### config.mk
export PLATFORM = sky130hd
export DESIGN_NAME = regflt_top
export DESIGN_NICKNAME = d
export VERILOG_FILES = /design/src/verilog/regflt_pkg.sv /design/src/verilog/rail_flags.sv /design/src/verilog/regflt_top.sv
export VERILOG_INCLUDE_DIRS = /design/src /design/src/verilog
export SDC_FILE = /design/constraint.sdc
export NUM_CORES = 1
export LEC_CHECK = 0
export ABC_CLOCK_PERIOD_IN_PS = 3690
export BUFFER_PORTS_ARGS = -buffer_cell sky130_fd_sc_hd__buf_2
export CELL_PAD_IN_SITES_DETAIL_PLACEMENT = 1
export CELL_PAD_IN_SITES_GLOBAL_PLACEMENT = 1
export CORE_MARGIN = 8
export CORE_UTILIZATION = 53
export CTS_BUF_LIST = sky130_fd_sc_hd__clkbuf_4 sky130_fd_sc_hd__clkbuf_8
export CTS_CLUSTER_DIAMETER = 50
export CTS_CLUSTER_SIZE = 10
export DETAILED_ROUTE_END_ITERATION = 10
export GPL_ROUTABILITY_DRIVEN = 0
export PLACE_DENSITY_LB_ADDON = 0.2
export SLEW_MARGIN = 20
export SYNTH_ARGS = -nofsm -noshare
export SYNTH_HDL_FRONTEND = slang
export SYNTH_HIERARCHICAL = 1
export SYNTH_SLANG_ARGS = --single-unit
export TNS_END_PERCENT = 1
### constraint.sdc
create_clock -name CLK -period 3.69 [get_ports CLK]
set_input_delay 0.369 -clock CLK [delete_from_list [all_inputs] [get_ports CLK]]
set_output_delay 0.369 -clock CLK [all_outputs]
set_load 0.05 [all_outputs]
### src/verilog/regflt_consts.svh
// constants for the regulator fault interrupt block
// assumes: included by bare name; one 25 MHz clock domain
//
// Summary of operation
// - current-limit trip with escalation on sets flag and fires selected sequencer trigger
// - escalation off: current-limit trip sets flag only, no trigger
// - current-limit flag clears on write one, but not while limit still active
// - short circuit disables regulator, sets short flag, fires trigger; no mask or live
// - short flag clear refused while enabled and output low after ramp time
// - residual violation with check enabled acts like short; disabled does nothing
// - residual-set short flag reads zero until condition gone and power-up completed
// - overvoltage sets flag, has mask and live bits, fires selected trigger
// - overvoltage flag clears on write one, held while condition present
// - pair registers hold four flags per regulator; summary and top bit above
// - undervoltage sets flag with mask and live, fires trigger, held while present
`ifndef REGFLT_CONSTS_SVH
`define REGFLT_CONSTS_SVH
`define ADDR_SUMMARY   12'h000
`define ADDR_PAIR_A    12'h004
`define ADDR_PAIR_B    12'h008
`define ADDR_MASK_A    12'h00C
`define ADDR_MASK_B    12'h010
`define ADDR_LIVE_A    12'h014
`define ADDR_LIVE_B    12'h018
`define ADDR_CTRL      12'h01C
`define ADDR_GRPSEL    12'h020
`define ADDR_TRIGSEL   12'h024
`define ADDR_RVSEL     12'h028
`define ADDR_REGEN     12'h02C
`define ADDR_IRQ_STAT  12'h030
`define ADDR_IRQ_EN    12'h034
`define ADDR_IRQ_CLR   12'h038
// field positions inside one regulator nibble
`define FLD_OV    0
`define FLD_UV    1
`define FLD_SC    2
`define FLD_ILIM  3
`define CTRL_ESC_BIT 0
`define RAMP_NS   1000
`define CLK_NS    40
`define RAMP_CYC  ((`RAMP_NS + `CLK_NS - 1) / `CLK_NS)
`endif

### src/verilog/regflt_pkg.sv
// types shared by the regulator fault interrupt block
// assumes: nothing beyond the consts header
package regflt_pkg;
  typedef logic [7:0] byte_t;
  typedef enum logic [2:0] {
    RV_IDLE   = 3'b001,
    RV_WAIT   = 3'b010,
    RV_SHOWN  = 3'b100
  } rv_state_e;
endpackage : regflt_pkg

### src/verilog/rail_flags.sv
// flags of one regulator: four sticky write-one-to-clear bits
// assumes: condition inputs already synchronised; clear is a one-cycle pulse
`timescale 1ns/10ps
`default_nettype none
`include "regflt_consts.svh"
module rail_flags #(
  parameter int RAMP_CYCLES = `RAMP_CYC
) (
  input  wire logic       clk,
  input  wire logic       rst_n,
  input  wire logic       ce,
  input  wire logic       ilim,
  input  wire logic       shrt,
  input  wire logic       resid,
  input  wire logic       ov,
  input  wire logic       uv,
  input  wire logic       out_low,
  input  wire logic       reg_on,
  input  wire logic       resid_en,
  input  wire logic       esc_en,
  input  wire logic       pwr_up_done,
  input  wire logic [3:0] clr,
  output logic      [3:0] flags,
  output logic      [3:0] visible,
  output logic            trig,
  output logic            disable_req
);
  // ------------------------------------------------------------
  // ramp timer and residual visibility
  // ------------------------------------------------------------
  logic [15:0]         ramp_r;
  regflt_pkg::rv_state_e rv_r;
  logic                sc_hold;
  logic                resid_hit;
  logic [3:0]          set;
  logic [3:0]          hold;

  assign resid_hit = resid & resid_en;
  // ramp counter restarts whenever the regulator is switched off
  always_ff @(posedge clk or negedge rst_n) begin
    if (!rst_n) begin
      ramp_r <= 16'h0000;
    end else if (ce) begin
      if (!reg_on) ramp_r <= 16'h0000;
      else if (ramp_r < 16'(RAMP_CYCLES)) ramp_r <= ramp_r + 16'h0001;
    end
  end
  assign sc_hold = reg_on & out_low & (ramp_r >= 16'(RAMP_CYCLES));

  // residual-set flag stays hidden until recovery and a good power-up
  always_ff @(posedge clk or negedge rst_n) begin
    if (!rst_n) begin
      rv_r <= regflt_pkg::RV_IDLE;
    end else if (ce) begin
      case (rv_r)
        regflt_pkg::RV_IDLE:  if (resid_hit) rv_r <= regflt_pkg::RV_WAIT;
        regflt_pkg::RV_WAIT:  if (!resid && pwr_up_done) rv_r <= regflt_pkg::RV_SHOWN;
        regflt_pkg::RV_SHOWN: begin
          // a fresh residual hit hides the flag again until the next recovery
          if (resid_hit) rv_r <= regflt_pkg::RV_WAIT;
          else if (!flags[`FLD_SC]) rv_r <= regflt_pkg::RV_IDLE;
        end
        default:              rv_r <= regflt_pkg::RV_IDLE;
      endcase
    end
  end

  // ------------------------------------------------------------
  // sticky flags: set beats clear, live condition blocks clear
  // ------------------------------------------------------------
  assign set  = {ilim, shrt | resid_hit, uv, ov};
  assign hold = {ilim, sc_hold, uv, ov};
  always_ff @(posedge clk or negedge rst_n) begin
    if (!rst_n) begin
      flags <= 4'h0;
    end else if (ce) begin
      flags <= set | hold & flags | flags & ~clr;
    end
  end
  always_comb begin
    visible = flags;
    if (rv_r == regflt_pkg::RV_WAIT) visible[`FLD_SC] = 1'b0;
  end

  // trigger pulses on the rising edge of the OR of all triggering events
  logic trig_src;
  logic trig_d_r;
  assign trig_src = (ilim & esc_en) | shrt | resid_hit | ov | uv;
  always_ff @(posedge clk or negedge rst_n) begin
    if (!rst_n) begin
      trig_d_r    <= 1'b0;
      trig        <= 1'b0;
      disable_req <= 1'b0;
    end else if (ce) begin
      trig_d_r    <= trig_src;
      trig        <= trig_src & ~trig_d_r;
      disable_req <= shrt | resid_hit;
    end
  end

  property p_ilim_held;
    @(posedge clk) disable iff (!rst_n) (ce && ilim) |=> flags[`FLD_ILIM];
  endproperty
  a_ilim_held: assert property (p_ilim_held) else $error("ilim flag not held");
  property p_ov_held;
    @(posedge clk) disable iff (!rst_n) (ce && ov) |=> flags[`FLD_OV];
  endproperty
  a_ov_held: assert property (p_ov_held) else $error("ov flag not held");
  property p_uv_held;
    @(posedge clk) disable iff (!rst_n) (ce && uv) |=> flags[`FLD_UV];
  endproperty
  a_uv_held: assert property (p_uv_held) else $error("uv flag not held");
  property p_sc_disable;
    @(posedge clk) disable iff (!rst_n) (ce && shrt) |=> (disable_req && flags[`FLD_SC]);
  endproperty
  a_sc_disable: assert property (p_sc_disable) else $error("short not acted on");
  property p_resid_off;
    @(posedge clk) disable iff (!rst_n) (ce && resid && !resid_en && !shrt) |=> !disable_req;
  endproperty
  a_resid_off: assert property (p_resid_off) else $error("residual acted while off");
  property p_ilim_notrig;
    @(posedge clk) disable iff (!rst_n)
      (ce && !esc_en && !shrt && !resid_hit && !ov && !uv && !trig_d_r) |=> !trig;
  endproperty
  a_ilim_notrig: assert property (p_ilim_notrig) else $error("trigger without cause");
  property p_hidden;
    @(posedge clk) disable iff (!rst_n) (ce && resid_hit) |=> !visible[`FLD_SC];
  endproperty
  a_hidden: assert property (p_hidden) else $error("residual flag shown early");
endmodule : rail_flags
`default_nettype wire

### src/verilog/regflt_top.sv
// regulator fault interrupt block with APB register slave
// assumes: fault inputs are asynchronous pins; APB on CLK; RSTN async low
//
// Added by the designer: the register offsets and register access over APB.
`timescale 1ns/10ps
`default_nettype none
`include "regflt_consts.svh"
module regflt_top #(
  parameter int NREG        = 4,
  parameter int RAMP_CYCLES = `RAMP_CYC
) (
  input  wire logic            CLK,
  input  wire logic            RSTN,
  input  wire logic            CE,
  input  wire logic            PSEL,
  input  wire logic            PENABLE,
  input  wire logic            PWRITE,
  input  wire logic [11:0]     PADDR,
  input  wire logic [31:0]     PWDATA,
  output logic      [31:0]     PRDATA,
  output logic                 PREADY,
  output logic                 PSLVERR,
  input  wire logic [NREG-1:0] ILIM_IN,
  input  wire logic [NREG-1:0] SHORT_IN,
  input  wire logic [NREG-1:0] RESID_IN,
  input  wire logic [NREG-1:0] OV_IN,
  input  wire logic [NREG-1:0] UV_IN,
  input  wire logic [NREG-1:0] OUT_LOW_IN,
  input  wire logic            PWR_UP_DONE,
  output logic      [NREG-1:0] REG_ENABLE,
  output logic      [NREG-1:0] SEQ_TRIG,
  output logic                 IRQ
);
  // ------------------------------------------------------------
  // pin synchronisers: first stage read only by the second
  // ------------------------------------------------------------
  localparam int NS = 6 * NREG + 1;
  logic [NS-1:0] s1_r;
  logic [NS-1:0] s2_r;
  always_ff @(posedge CLK or negedge RSTN) begin
    if (!RSTN) begin
      s1_r <= '0;
      s2_r <= '0;
    end else if (CE) begin
      s1_r <= {PWR_UP_DONE, OUT_LOW_IN, UV_IN, OV_IN, RESID_IN, SHORT_IN, ILIM_IN};
      s2_r <= s1_r;
    end
  end
  logic [NREG-1:0] ilim_s, shrt_s, resid_s, ov_s, uv_s, low_s;
  logic            pud_s;
  assign {pud_s, low_s, uv_s, ov_s, resid_s, shrt_s, ilim_s} = s2_r;

  // ------------------------------------------------------------
  // software registers
  // ------------------------------------------------------------
  logic [7:0]      mask_a_r, mask_b_r;
  logic [7:0]      ctrl_r;
  logic [7:0]      grpsel_r;   // two bits per regulator: sequencer group
  logic [3:0]      trigsel_r;  // which groups raise a trigger
  logic [NREG-1:0] rvsel_r;
  logic [NREG-1:0] regen_r;
  logic [3:0]      irq_en_r;
  logic [3:0]      irq_st_r;
  logic            wr_acc;
  logic            addr_ok;

  assign wr_acc = PSEL & PENABLE & PWRITE & CE;
  assign PREADY  = 1'b1; // zero wait states keeps the master simple
  always_comb begin
    case (PADDR)
      `ADDR_SUMMARY, `ADDR_PAIR_A, `ADDR_PAIR_B, `ADDR_MASK_A, `ADDR_MASK_B,
      `ADDR_LIVE_A, `ADDR_LIVE_B, `ADDR_CTRL, `ADDR_GRPSEL, `ADDR_TRIGSEL,
      `ADDR_RVSEL, `ADDR_REGEN, `ADDR_IRQ_STAT, `ADDR_IRQ_EN, `ADDR_IRQ_CLR: addr_ok = 1'b1;
      default: addr_ok = 1'b0;
    endcase
  end
  assign PSLVERR = PSEL & PENABLE & ~addr_ok;

  // control registers written by software
  always_ff @(posedge CLK or negedge RSTN) begin
    if (!RSTN) begin
      mask_a_r  <= 8'h00;
      mask_b_r  <= 8'h00;
      ctrl_r    <= 8'h00;
      grpsel_r  <= 8'h00;
      trigsel_r <= 4'hF;
      rvsel_r   <= '0;
      irq_en_r  <= 4'h0;
    end else if (wr_acc) begin
      case (PADDR)
        `ADDR_MASK_A:  mask_a_r  <= PWDATA[7:0];
        `ADDR_MASK_B:  mask_b_r  <= PWDATA[7:0];
        `ADDR_CTRL:    ctrl_r    <= PWDATA[7:0];
        `ADDR_GRPSEL:  grpsel_r  <= PWDATA[7:0];
        `ADDR_TRIGSEL: trigsel_r <= PWDATA[3:0];
        `ADDR_RVSEL:   rvsel_r   <= PWDATA[NREG-1:0];
        `ADDR_IRQ_EN:  irq_en_r  <= PWDATA[3:0];
        default:       ;
      endcase
    end
  end

  // ------------------------------------------------------------
  // per-regulator flag slices
  // ------------------------------------------------------------
  logic [4*NREG-1:0] flags_all, vis_all, clr_all;
  logic [NREG-1:0]   trig_raw, dis_req;
  logic [7:0]        w1c_a, w1c_b;
  assign w1c_a = (wr_acc && PADDR == `ADDR_PAIR_A) ? PWDATA[7:0] : 8'h00;
  assign w1c_b = (wr_acc && PADDR == `ADDR_PAIR_B) ? PWDATA[7:0] : 8'h00;
  assign clr_all = {w1c_b, w1c_a};

  genvar g;
  generate
    for (g = 0; g < NREG; g++) begin : g_rail
      rail_flags #(.RAMP_CYCLES(RAMP_CYCLES)) u_rail (
        .clk         (CLK),
        .rst_n       (RSTN),
        .ce          (CE),
        .ilim        (ilim_s[g]),
        .shrt        (shrt_s[g]),
        .resid       (resid_s[g]),
        .ov          (ov_s[g]),
        .uv          (uv_s[g]),
        .out_low     (low_s[g]),
        .reg_on      (regen_r[g]),
        .resid_en    (rvsel_r[g]),
        .esc_en      (ctrl_r[`CTRL_ESC_BIT]),
        .pwr_up_done (pud_s),
        .clr         (clr_all[4*g +: 4]),
        .flags       (flags_all[4*g +: 4]),
        .visible     (vis_all[4*g +: 4]),
        .trig        (trig_raw[g]),
        .disable_req (dis_req[g])
      );
    end
  endgenerate

  // regulator enables: software turns on, a fault turns off
  always_ff @(posedge CLK or negedge RSTN) begin
    if (!RSTN) begin
      regen_r <= '0;
    end else if (CE) begin
      if (wr_acc && PADDR == `ADDR_REGEN) regen_r <= PWDATA[NREG-1:0] & ~dis_req;
      else                                 regen_r <= regen_r & ~dis_req;
    end
  end
  assign REG_ENABLE = regen_r;

  // sequencer trigger of each regulator stays on its own bit, gated by the trigsel bit of its chosen group
  always_ff @(posedge CLK or negedge RSTN) begin
    if (!RSTN) begin
      SEQ_TRIG <= '0;
    end else if (CE) begin
      for (int i = 0; i < NREG; i++) begin
        SEQ_TRIG[i] <= trig_raw[i] & trigsel_r[grpsel_r[2*i +: 2]];
      end
    end
  end

  // ------------------------------------------------------------
  // hierarchy: pair registers, summary, top bit
  // ------------------------------------------------------------
  logic [7:0] pair_a, pair_b, live_a, live_b;
  logic       sum_a, sum_b, top_sum;
  assign pair_a = vis_all[7:0];
  assign pair_b = vis_all[15:8];
  // short bit has no mask; masked flags never feed the summaries
  assign sum_a = |(pair_a & ~(mask_a_r & 8'hBB));
  assign sum_b = |(pair_b & ~(mask_b_r & 8'hBB));
  assign top_sum = sum_a | sum_b;
  assign live_a = {ilim_s[1], 1'b0, uv_s[1], ov_s[1], ilim_s[0], 1'b0, uv_s[0], ov_s[0]};
  assign live_b = {ilim_s[3], 1'b0, uv_s[3], ov_s[3], ilim_s[2], 1'b0, uv_s[2], ov_s[2]};

  // ------------------------------------------------------------
  // interrupt status: sticky, write-only clear, set wins
  // ------------------------------------------------------------
  logic [3:0] irq_ev;
  logic [3:0] irq_clr;
  logic       sum_a_d_r, sum_b_d_r;
  logic [NREG-1:0] dis_d_r;
  assign irq_clr = (wr_acc && PADDR == `ADDR_IRQ_CLR) ? PWDATA[3:0] : 4'h0;
  assign irq_ev  = {|SEQ_TRIG, |(dis_req & ~dis_d_r), sum_b & ~sum_b_d_r, sum_a & ~sum_a_d_r};
  always_ff @(posedge CLK or negedge RSTN) begin
    if (!RSTN) begin
      irq_st_r  <= 4'h0;
      sum_a_d_r <= 1'b0;
      sum_b_d_r <= 1'b0;
      dis_d_r   <= '0;
    end else if (CE) begin
      irq_st_r  <= irq_ev | (irq_st_r & ~irq_clr);
      sum_a_d_r <= sum_a;
      sum_b_d_r <= sum_b;
      dis_d_r   <= dis_req;
    end
  end
  assign IRQ = |(irq_st_r & irq_en_r);

  // ------------------------------------------------------------
  // read data: registered on the setup cycle
  // ------------------------------------------------------------
  always_ff @(posedge CLK or negedge RSTN) begin
    if (!RSTN) begin
      PRDATA <= 32'h00000000;
    end else if (CE && PSEL && !PENABLE && !PWRITE) begin
      case (PADDR)
        `ADDR_SUMMARY:   PRDATA <= {30'h0, sum_b, sum_a};
        `ADDR_PAIR_A:    PRDATA <= {24'h0, pair_a};
        `ADDR_PAIR_B:    PRDATA <= {24'h0, pair_b};
        `ADDR_MASK_A:    PRDATA <= {24'h0, mask_a_r};
        `ADDR_MASK_B:    PRDATA <= {24'h0, mask_b_r};
        `ADDR_LIVE_A:    PRDATA <= {24'h0, live_a};
        `ADDR_LIVE_B:    PRDATA <= {24'h0, live_b};
        `ADDR_CTRL:      PRDATA <= {24'h0, ctrl_r};
        `ADDR_GRPSEL:    PRDATA <= {24'h0, grpsel_r};
        `ADDR_TRIGSEL:   PRDATA <= {28'h0, trigsel_r};
        `ADDR_RVSEL:     PRDATA <= {28'h0, rvsel_r};
        `ADDR_REGEN:     PRDATA <= {28'h0, regen_r};
        `ADDR_IRQ_STAT:  PRDATA <= {27'h0, top_sum, irq_st_r};
        `ADDR_IRQ_EN:    PRDATA <= {28'h0, irq_en_r};
        default:         PRDATA <= 32'h00000000;
      endcase
    end
  end

  property p_top_follows;
    @(posedge CLK) disable iff (!RSTN) (sum_a || sum_b) |-> top_sum;
  endproperty
  a_top_follows: assert property (p_top_follows) else $error("top bit missing");
  property p_mask_blocks;
    @(posedge CLK) disable iff (!RSTN)
      (pair_a == 8'h01 && mask_a_r[0]) |-> !sum_a;
  endproperty
  a_mask_blocks: assert property (p_mask_blocks) else $error("masked flag reached summary");
endmodule : regflt_top
`default_nettype wire
==> metrics, run 1 <==
crit path DAT 2380 ps; Synth Flop Type dfrtp_1; largest cells by area after synthesis dfrtp_1 (48%), mux2_2 (12%), and2_1 (3.6%); GR Layer Usage met1 29.4%; worst slew slack as a fraction of its limit 40.3%; Async S/R FF share, synth 100%; Final Critical Period 2750 ps; Netlist cell types 70; CTS H-tree depth 1; Synth Register Bits 224; initial antenna violation count 0; Slew Viols, Final 0; io pins 118; die width 162 um; synthesized instance count 981; Root Driver clkbuf_8; Hold Path Class primary input to flop; Setup Viol. Count Final 0; first-pass GRT wire length 48.0 mm; post-synth top area share 48.1%; Chip Height 162 um; clk buf depth 3; fin nets 1139; port buffer count 68; PwrDens 416 nW/um^2; dominant cell type by area after synthesis dfrtp_1; syn avg cell area 11.4 sq um; Post-DP HPWL 20.2 mm; most common cell in the synthesized netlist dfrtp_1; Fmax 363 MHz; Yosys Warn Count 6; vias in the first global route 8702; GRT busiest layer met2; final wirelength 29.5 mm; reg2reg start s2_r[10]; GRT Residual Overflow 0; Area growth, synth to finish 11.4%; Slew @ Worst Pin 896 ps; Max-Cap Viols 0; maximum vdd drop 0.000326 V; Cell Area, Synth 11200 sq um; DR vias 8100; M3 GR Usage 4.25%; Seq/Total Area, Yosys 50.0%; post-route ant nets 0; register area 5620 sq um; met2 usage 36.8%; gr usage total 22.6%; Antenna Cells 0; placed cells 1275; crit start category primary input; Hold Fails Final Rpt 0; run status complete, no violations; first-iteration detailed-routing DRC count 559; R2R Setup Slk 1680 ps; Core ar. 20900 sq um; Setup CP Type primary input to output port; Finished Layout Cells 1350; setup bufs post-CTS 0; Leakage 5.67 nW; Hold Path End s1_r[22]; share of cells above drive strength 1 28.2%; Initial Util 53.8%; DR pass1 iterations 5; hold wc startpoint OUT_LOW_IN[2]; Post-synth top cells dfrtp_1 (216), mux2_2 (115), and2_1 (65); die footprint 26100 sq um; hold path depth 2; area of the multi-input gates 5080 sq um; CTS Buf Count 31; Clk pin slew, worst setup/hold paths 60 ps; DR vias/cell 6.00; RSZ-0062 raised after global routing no; Reg2Reg Depth 4; Final Skew 18.4 ps; clock latency on the worst-skew pair 580 ps; CP required 3320 ps; drc violations 0; DR WL/cell 21.8 um; Post-synth EDFFs 0; crit path max fanout 8; pin count of the biggest net entering global routing 170; worst r2r dst g_rail[2].u_rail/trig; Setup TNS 0 ps; # rows 53; final worst-path cycle share 74.6%; crit end category output port; Fillers 2209; CTS tree yes; total clock sinks 224
[worst max-delay path, stage by stage]
cell and delay [ps]:
buf_2 120, or4_1 740, nor4b_4 530, o21ai_0 200, and3_1 220, buf_2 200
[worst max-delay path by stage]
stage	start	slack (ps)	endpoint	cells after the start
floorplan	PADDR[1]	1470	PSLVERR	5
global placement	PADDR[1]	980	PSLVERR	6
detailed placement	PADDR[1]	960	PSLVERR	6
CTS	PADDR[1]	950	PSLVERR	6
global route	PADDR[1]	840	PSLVERR	6
finish	PADDR[1]	940	PSLVERR	6
[cell families after synthesis]
kind of cell,synth area share [%]
adder cells (fa/ha/maj),1.34
buffers and inverters,5.52
flip-flops,50.0
multiplexers,14.1
AO/OA/AOI/OAI,12.3
AND/OR/NAND/NOR,16.8
other,0.0669
[per-stage QoR]
step / instance area, sq um / setup slack (ps) / total power [mW] / hold slack (ps) / util, %
4_1_cts: 12500 / 955 / 5.26 / 0.465 / 59.9
6_report: 12500 / 937 / 5.21 / 32.5 / 59.9
3_3_place_gp: 11600 / 976 / 3.13 / 459 / 55.7
3_5_place_dp: 11600 / 961 / 3.15 / 465 / 55.7
5_1_grt: 12500 / 837 / 5.41 / 12.5 / 59.9
2_1_floorplan: 11300 / 1470 / 2.97 / 73.4 / -
[timing repair]
action	4_1_cts	5_1_grt
resized for setup	0	0
hold endpoints to repair	127	0
hold buffers	19	0
[layout make-up]
| class | instances | area share (%) |
|---|---|---|
| clock inverters | 12 | 1.02 |
| repair buffers | 99 | 5.29 |
| inverters | 35 | 1.05 |
| clock buffers | 44 | 4.34 |
| well taps | 275 | 2.75 |
| flip-flops and latches | 224 | 44.9 |
| multi-input cells | 661 | 40.6 |
[flip-flops by register name, summed over array words and instances (netlist names), 12 cells and up]
signal and count:
s1_r 25, s2_r 25, g_rail.u_rail/ramp_r 64, g_rail.u_rail/rv_r 12
g_rail.u_rail/flags 16
[per-layer routing]
layer,up-vias,share of wire (%)
li1,3652,-
met1,4147,43
met2,233,48
met3,68,5.9
met4,0,3.3
met5,-,0
[power breakdown]
part	internal, mW	switching, mW	leakage [nW]	total, mW
sequential	2.56	0.106	2.84	2.67
combinational	0.173	0.289	2.48	0.462
clock	1.10	0.979	0.344	2.08
total	3.83	1.37	5.67	5.21
[cell usage in the layout (no fill, tap or decap), types with 14 or more instances in the layout]
cell             n
a31oi_1         21
a22o_1          16
nor2b_1         16
nand2b_1        17
nor3_1          14
buf_2           66
a21oi_1         28
nand3_1         27
nor2_1          27
mux2i_1         16
nand4_1         16
clkbuf_8        34
o21ai_0         32
dfrtp_1        216
a22oi_1         19
conb_1          25
dlygate4sd3_1   19
nand2_1         55
and2_1          65
mux2_2         115
inv_1           35
(Power assumes the default switching activity.)
==> inputs of run 2 (changes only) <==
--- a/config.mk
+++ b/config.mk
@@ -6,12 +6,12 @@
 export SDC_FILE = /design/constraint.sdc
 export NUM_CORES = 1
 export LEC_CHECK = 0
-export ABC_CLOCK_PERIOD_IN_PS = 3690
+export ABC_CLOCK_PERIOD_IN_PS = 2800
 export BUFFER_PORTS_ARGS = -buffer_cell sky130_fd_sc_hd__buf_2
 export CELL_PAD_IN_SITES_DETAIL_PLACEMENT = 1
 export CELL_PAD_IN_SITES_GLOBAL_PLACEMENT = 1
 export CORE_MARGIN = 8
-export CORE_UTILIZATION = 53
+export CORE_UTILIZATION = 49
 export CTS_BUF_LIST = sky130_fd_sc_hd__clkbuf_4 sky130_fd_sc_hd__clkbuf_8
 export CTS_CLUSTER_DIAMETER = 50
 export CTS_CLUSTER_SIZE = 10
==> constraint.sdc (replaced) <==
create_clock -name CLK -period 2.8 [get_ports CLK]
set_input_delay 0.28 -clock CLK [delete_from_list [all_inputs] [get_ports CLK]]
set_output_delay 0.28 -clock CLK [all_outputs]
set_load 0.05 [all_outputs]
==> metrics, run 2 (synthesized netlist as in run 1, its figures left out) <==
run status complete, no violations; Hold Fails Final Rpt 0; crit path max fanout 5; setup bufs post-CTS 0; Root Driver clkbuf_8; met2 usage 34.7%; M3 GR Usage 4.28%; first-pass GRT wire length 48.3 mm; vias in the first global route 8761; die width 167 um; PwrDens 526 nW/um^2; drc violations 0; max FFs per register 64; Hold Path Class primary input to flop; Antenna Cells 0; initial antenna violation count 0; Fmax 430 MHz; DR pass1 iterations 5; power share of the clock group 38.2%; clock latency on the worst-skew pair 570 ps; DR vias/cell 5.85; Top Registers g_rail.u_rail/ramp_r: 64 flops, s1_r: 25 flops, s2_r: 25 flops; Max-Cap Viols 0; Core ar. 22600 sq um; io pins 118; Area growth, synth to finish 13.1%; first-iteration detailed-routing DRC count 490; final wirelength 29.0 mm; # rows 55; die footprint 28000 sq um; CTS resizes 0; Sequential Power Share 52.5%; Final Critical Period 2330 ps; Clk pin slew, worst setup/hold paths 70 ps; Initial Util 49.8%; worst slew slack as a fraction of its limit 43.0%; share of cells above drive strength 1 28.9%; DR vias 8081; switching power 1.74 mW; Most flops, register g_rail.u_rail/ramp_r; RSZ-0062 raised after global routing no; Fillers 2407; Slew Viols, Final 0; crit path DAT 2050 ps; placed cells 1301; Sw Ratio 26.1%; pin count of the biggest net entering global routing 134; commonest non-fill, non-tap cell in the layout dfrtp_1; CP required 2520 ps; CTS H-tree depth 1; clk buf depth 3; maximum vdd drop 0.000363 V; Finished Layout Cells 1382; Post-DP HPWL 20.7 mm; port buffer count 68; combinational power share 9.3%; total clock sinks 224; GR Layer Usage met1 27.3%; crit end category output port; GRT busiest layer met2; Setup TNS 0 ps; Final Skew 18.0 ps; Setup CP Type primary input to output port; most frequent cells in the layout dfrtp_1 (216), mux2_2 (115), buf_2 (66); gr usage total 21.1%; CTS Buf Count 30; Chip Height 167 um; post-route ant nets 0; Leakage 5.78 nW; DR WL/cell 21.0 um; crit start category primary input; Slew @ Worst Pin 833 ps; GRT Residual Overflow 0; Setup Viol. Count Final 0; Internal 4.94 mW; final worst-path cycle share 83.1%; CTS tree yes; fin nets 1162
==> run 2: changes by cell type in the layout (fill, tap and decap cells not counted) <==
cell,previous run,this run
clkbuf_8,34,36
bufinv_16,2,0
buf_4,10,24
buf_12,2,4
dlygate4sd3_1,19,27
clkinvlp_4,4,3
clkinv_2,4,2
clkbuf_4,10,11
==> run 2: final timing paths <==
check / startpoint / cells past startpoint / slack, ps / endpoint
max: PADDR[1] / 6 / 470 / PSLVERR
min: PWDATA[7] / 2 / 50 / grpsel_r[7]
max reg2reg: s2_r[9] / 4 / 880 / g_rail[1].u_rail/trig
min reg2reg: g_rail[1].u_rail/ramp_r[10] / 1 / 480 / g_rail[1].u_rail/ramp_r[10]
max in group asynchronous: RSTN / 3 / 1680 / trigsel_r[0]
min in group asynchronous: RSTN / 2 / 290 / g_rail[2].u_rail/ramp_r[9]
==> run 2: critical path, stage by stage <==
cell and delay (ps):
buf_2 120, or4_1 740, nor4b_4 310, o21ai_0 180, and3_1 210, buf_2 200
==> run 2: area by class of cell <==
class / count / area [sq um] / share of cell area (%)
clock buffer: 47 / 578 / 4.55
clock inverter: 7 / 50.0 / 0.394
inverter: 35 / 131 / 1.03
multi-input combinational: 661 / 5080 / 40.0
sequential: 224 / 5620 / 44.2
tap: 285 / 357 / 2.81
timing repair buffer: 123 / 887 / 6.99
==> run 2: through the flow <==
step / power (mW) / setup slack, ps / hold slack, ps / util (%) / area [sq um]
after floorplan: 3.91 / 757 / -15.6 / - / 11300
after global placement: 4.14 / 473 / 311 / 52.3 / 11800
after detailed placement: 4.16 / 452 / 315 / 52.3 / 11800
after CTS: 6.77 / 442 / 25.1 / 56.3 / 12700
after global routing: 6.97 / 395 / 34.4 / 56.3 / 12700
final: 6.68 / 472 / 53.7 / 56.3 / 12700
==> run 2: layer usage <==
layer / share of wire (%) / wire, um / vias up
li1: - / - / 3702
met1: 44 / 12900 / 4115
met2: 47 / 13800 / 207
met3: 5.2 / 1500 / 57
met4: 3.1 / 895 / 0
met5: 0 / 0 / -
==> run 2: power by group through the flow <==
stage          registers [mW]  logic, mW  clock network (mW)
4_1_cts                  3.51      0.625                2.64
3_3_place_gp             3.56      0.577                   0
5_1_grt                  3.53      0.679                2.77
6_report                 3.51      0.620                2.55
2_1_floorplan            3.50      0.412                   0
3_5_place_dp             3.57      0.594                   0
==> run 2: repair_timing <==
item                                    4_1_cts  5_1_grt
endpoints found under the setup margin        0        0
endpoints found under the hold margin        98        0
hold buffers                                 27        0
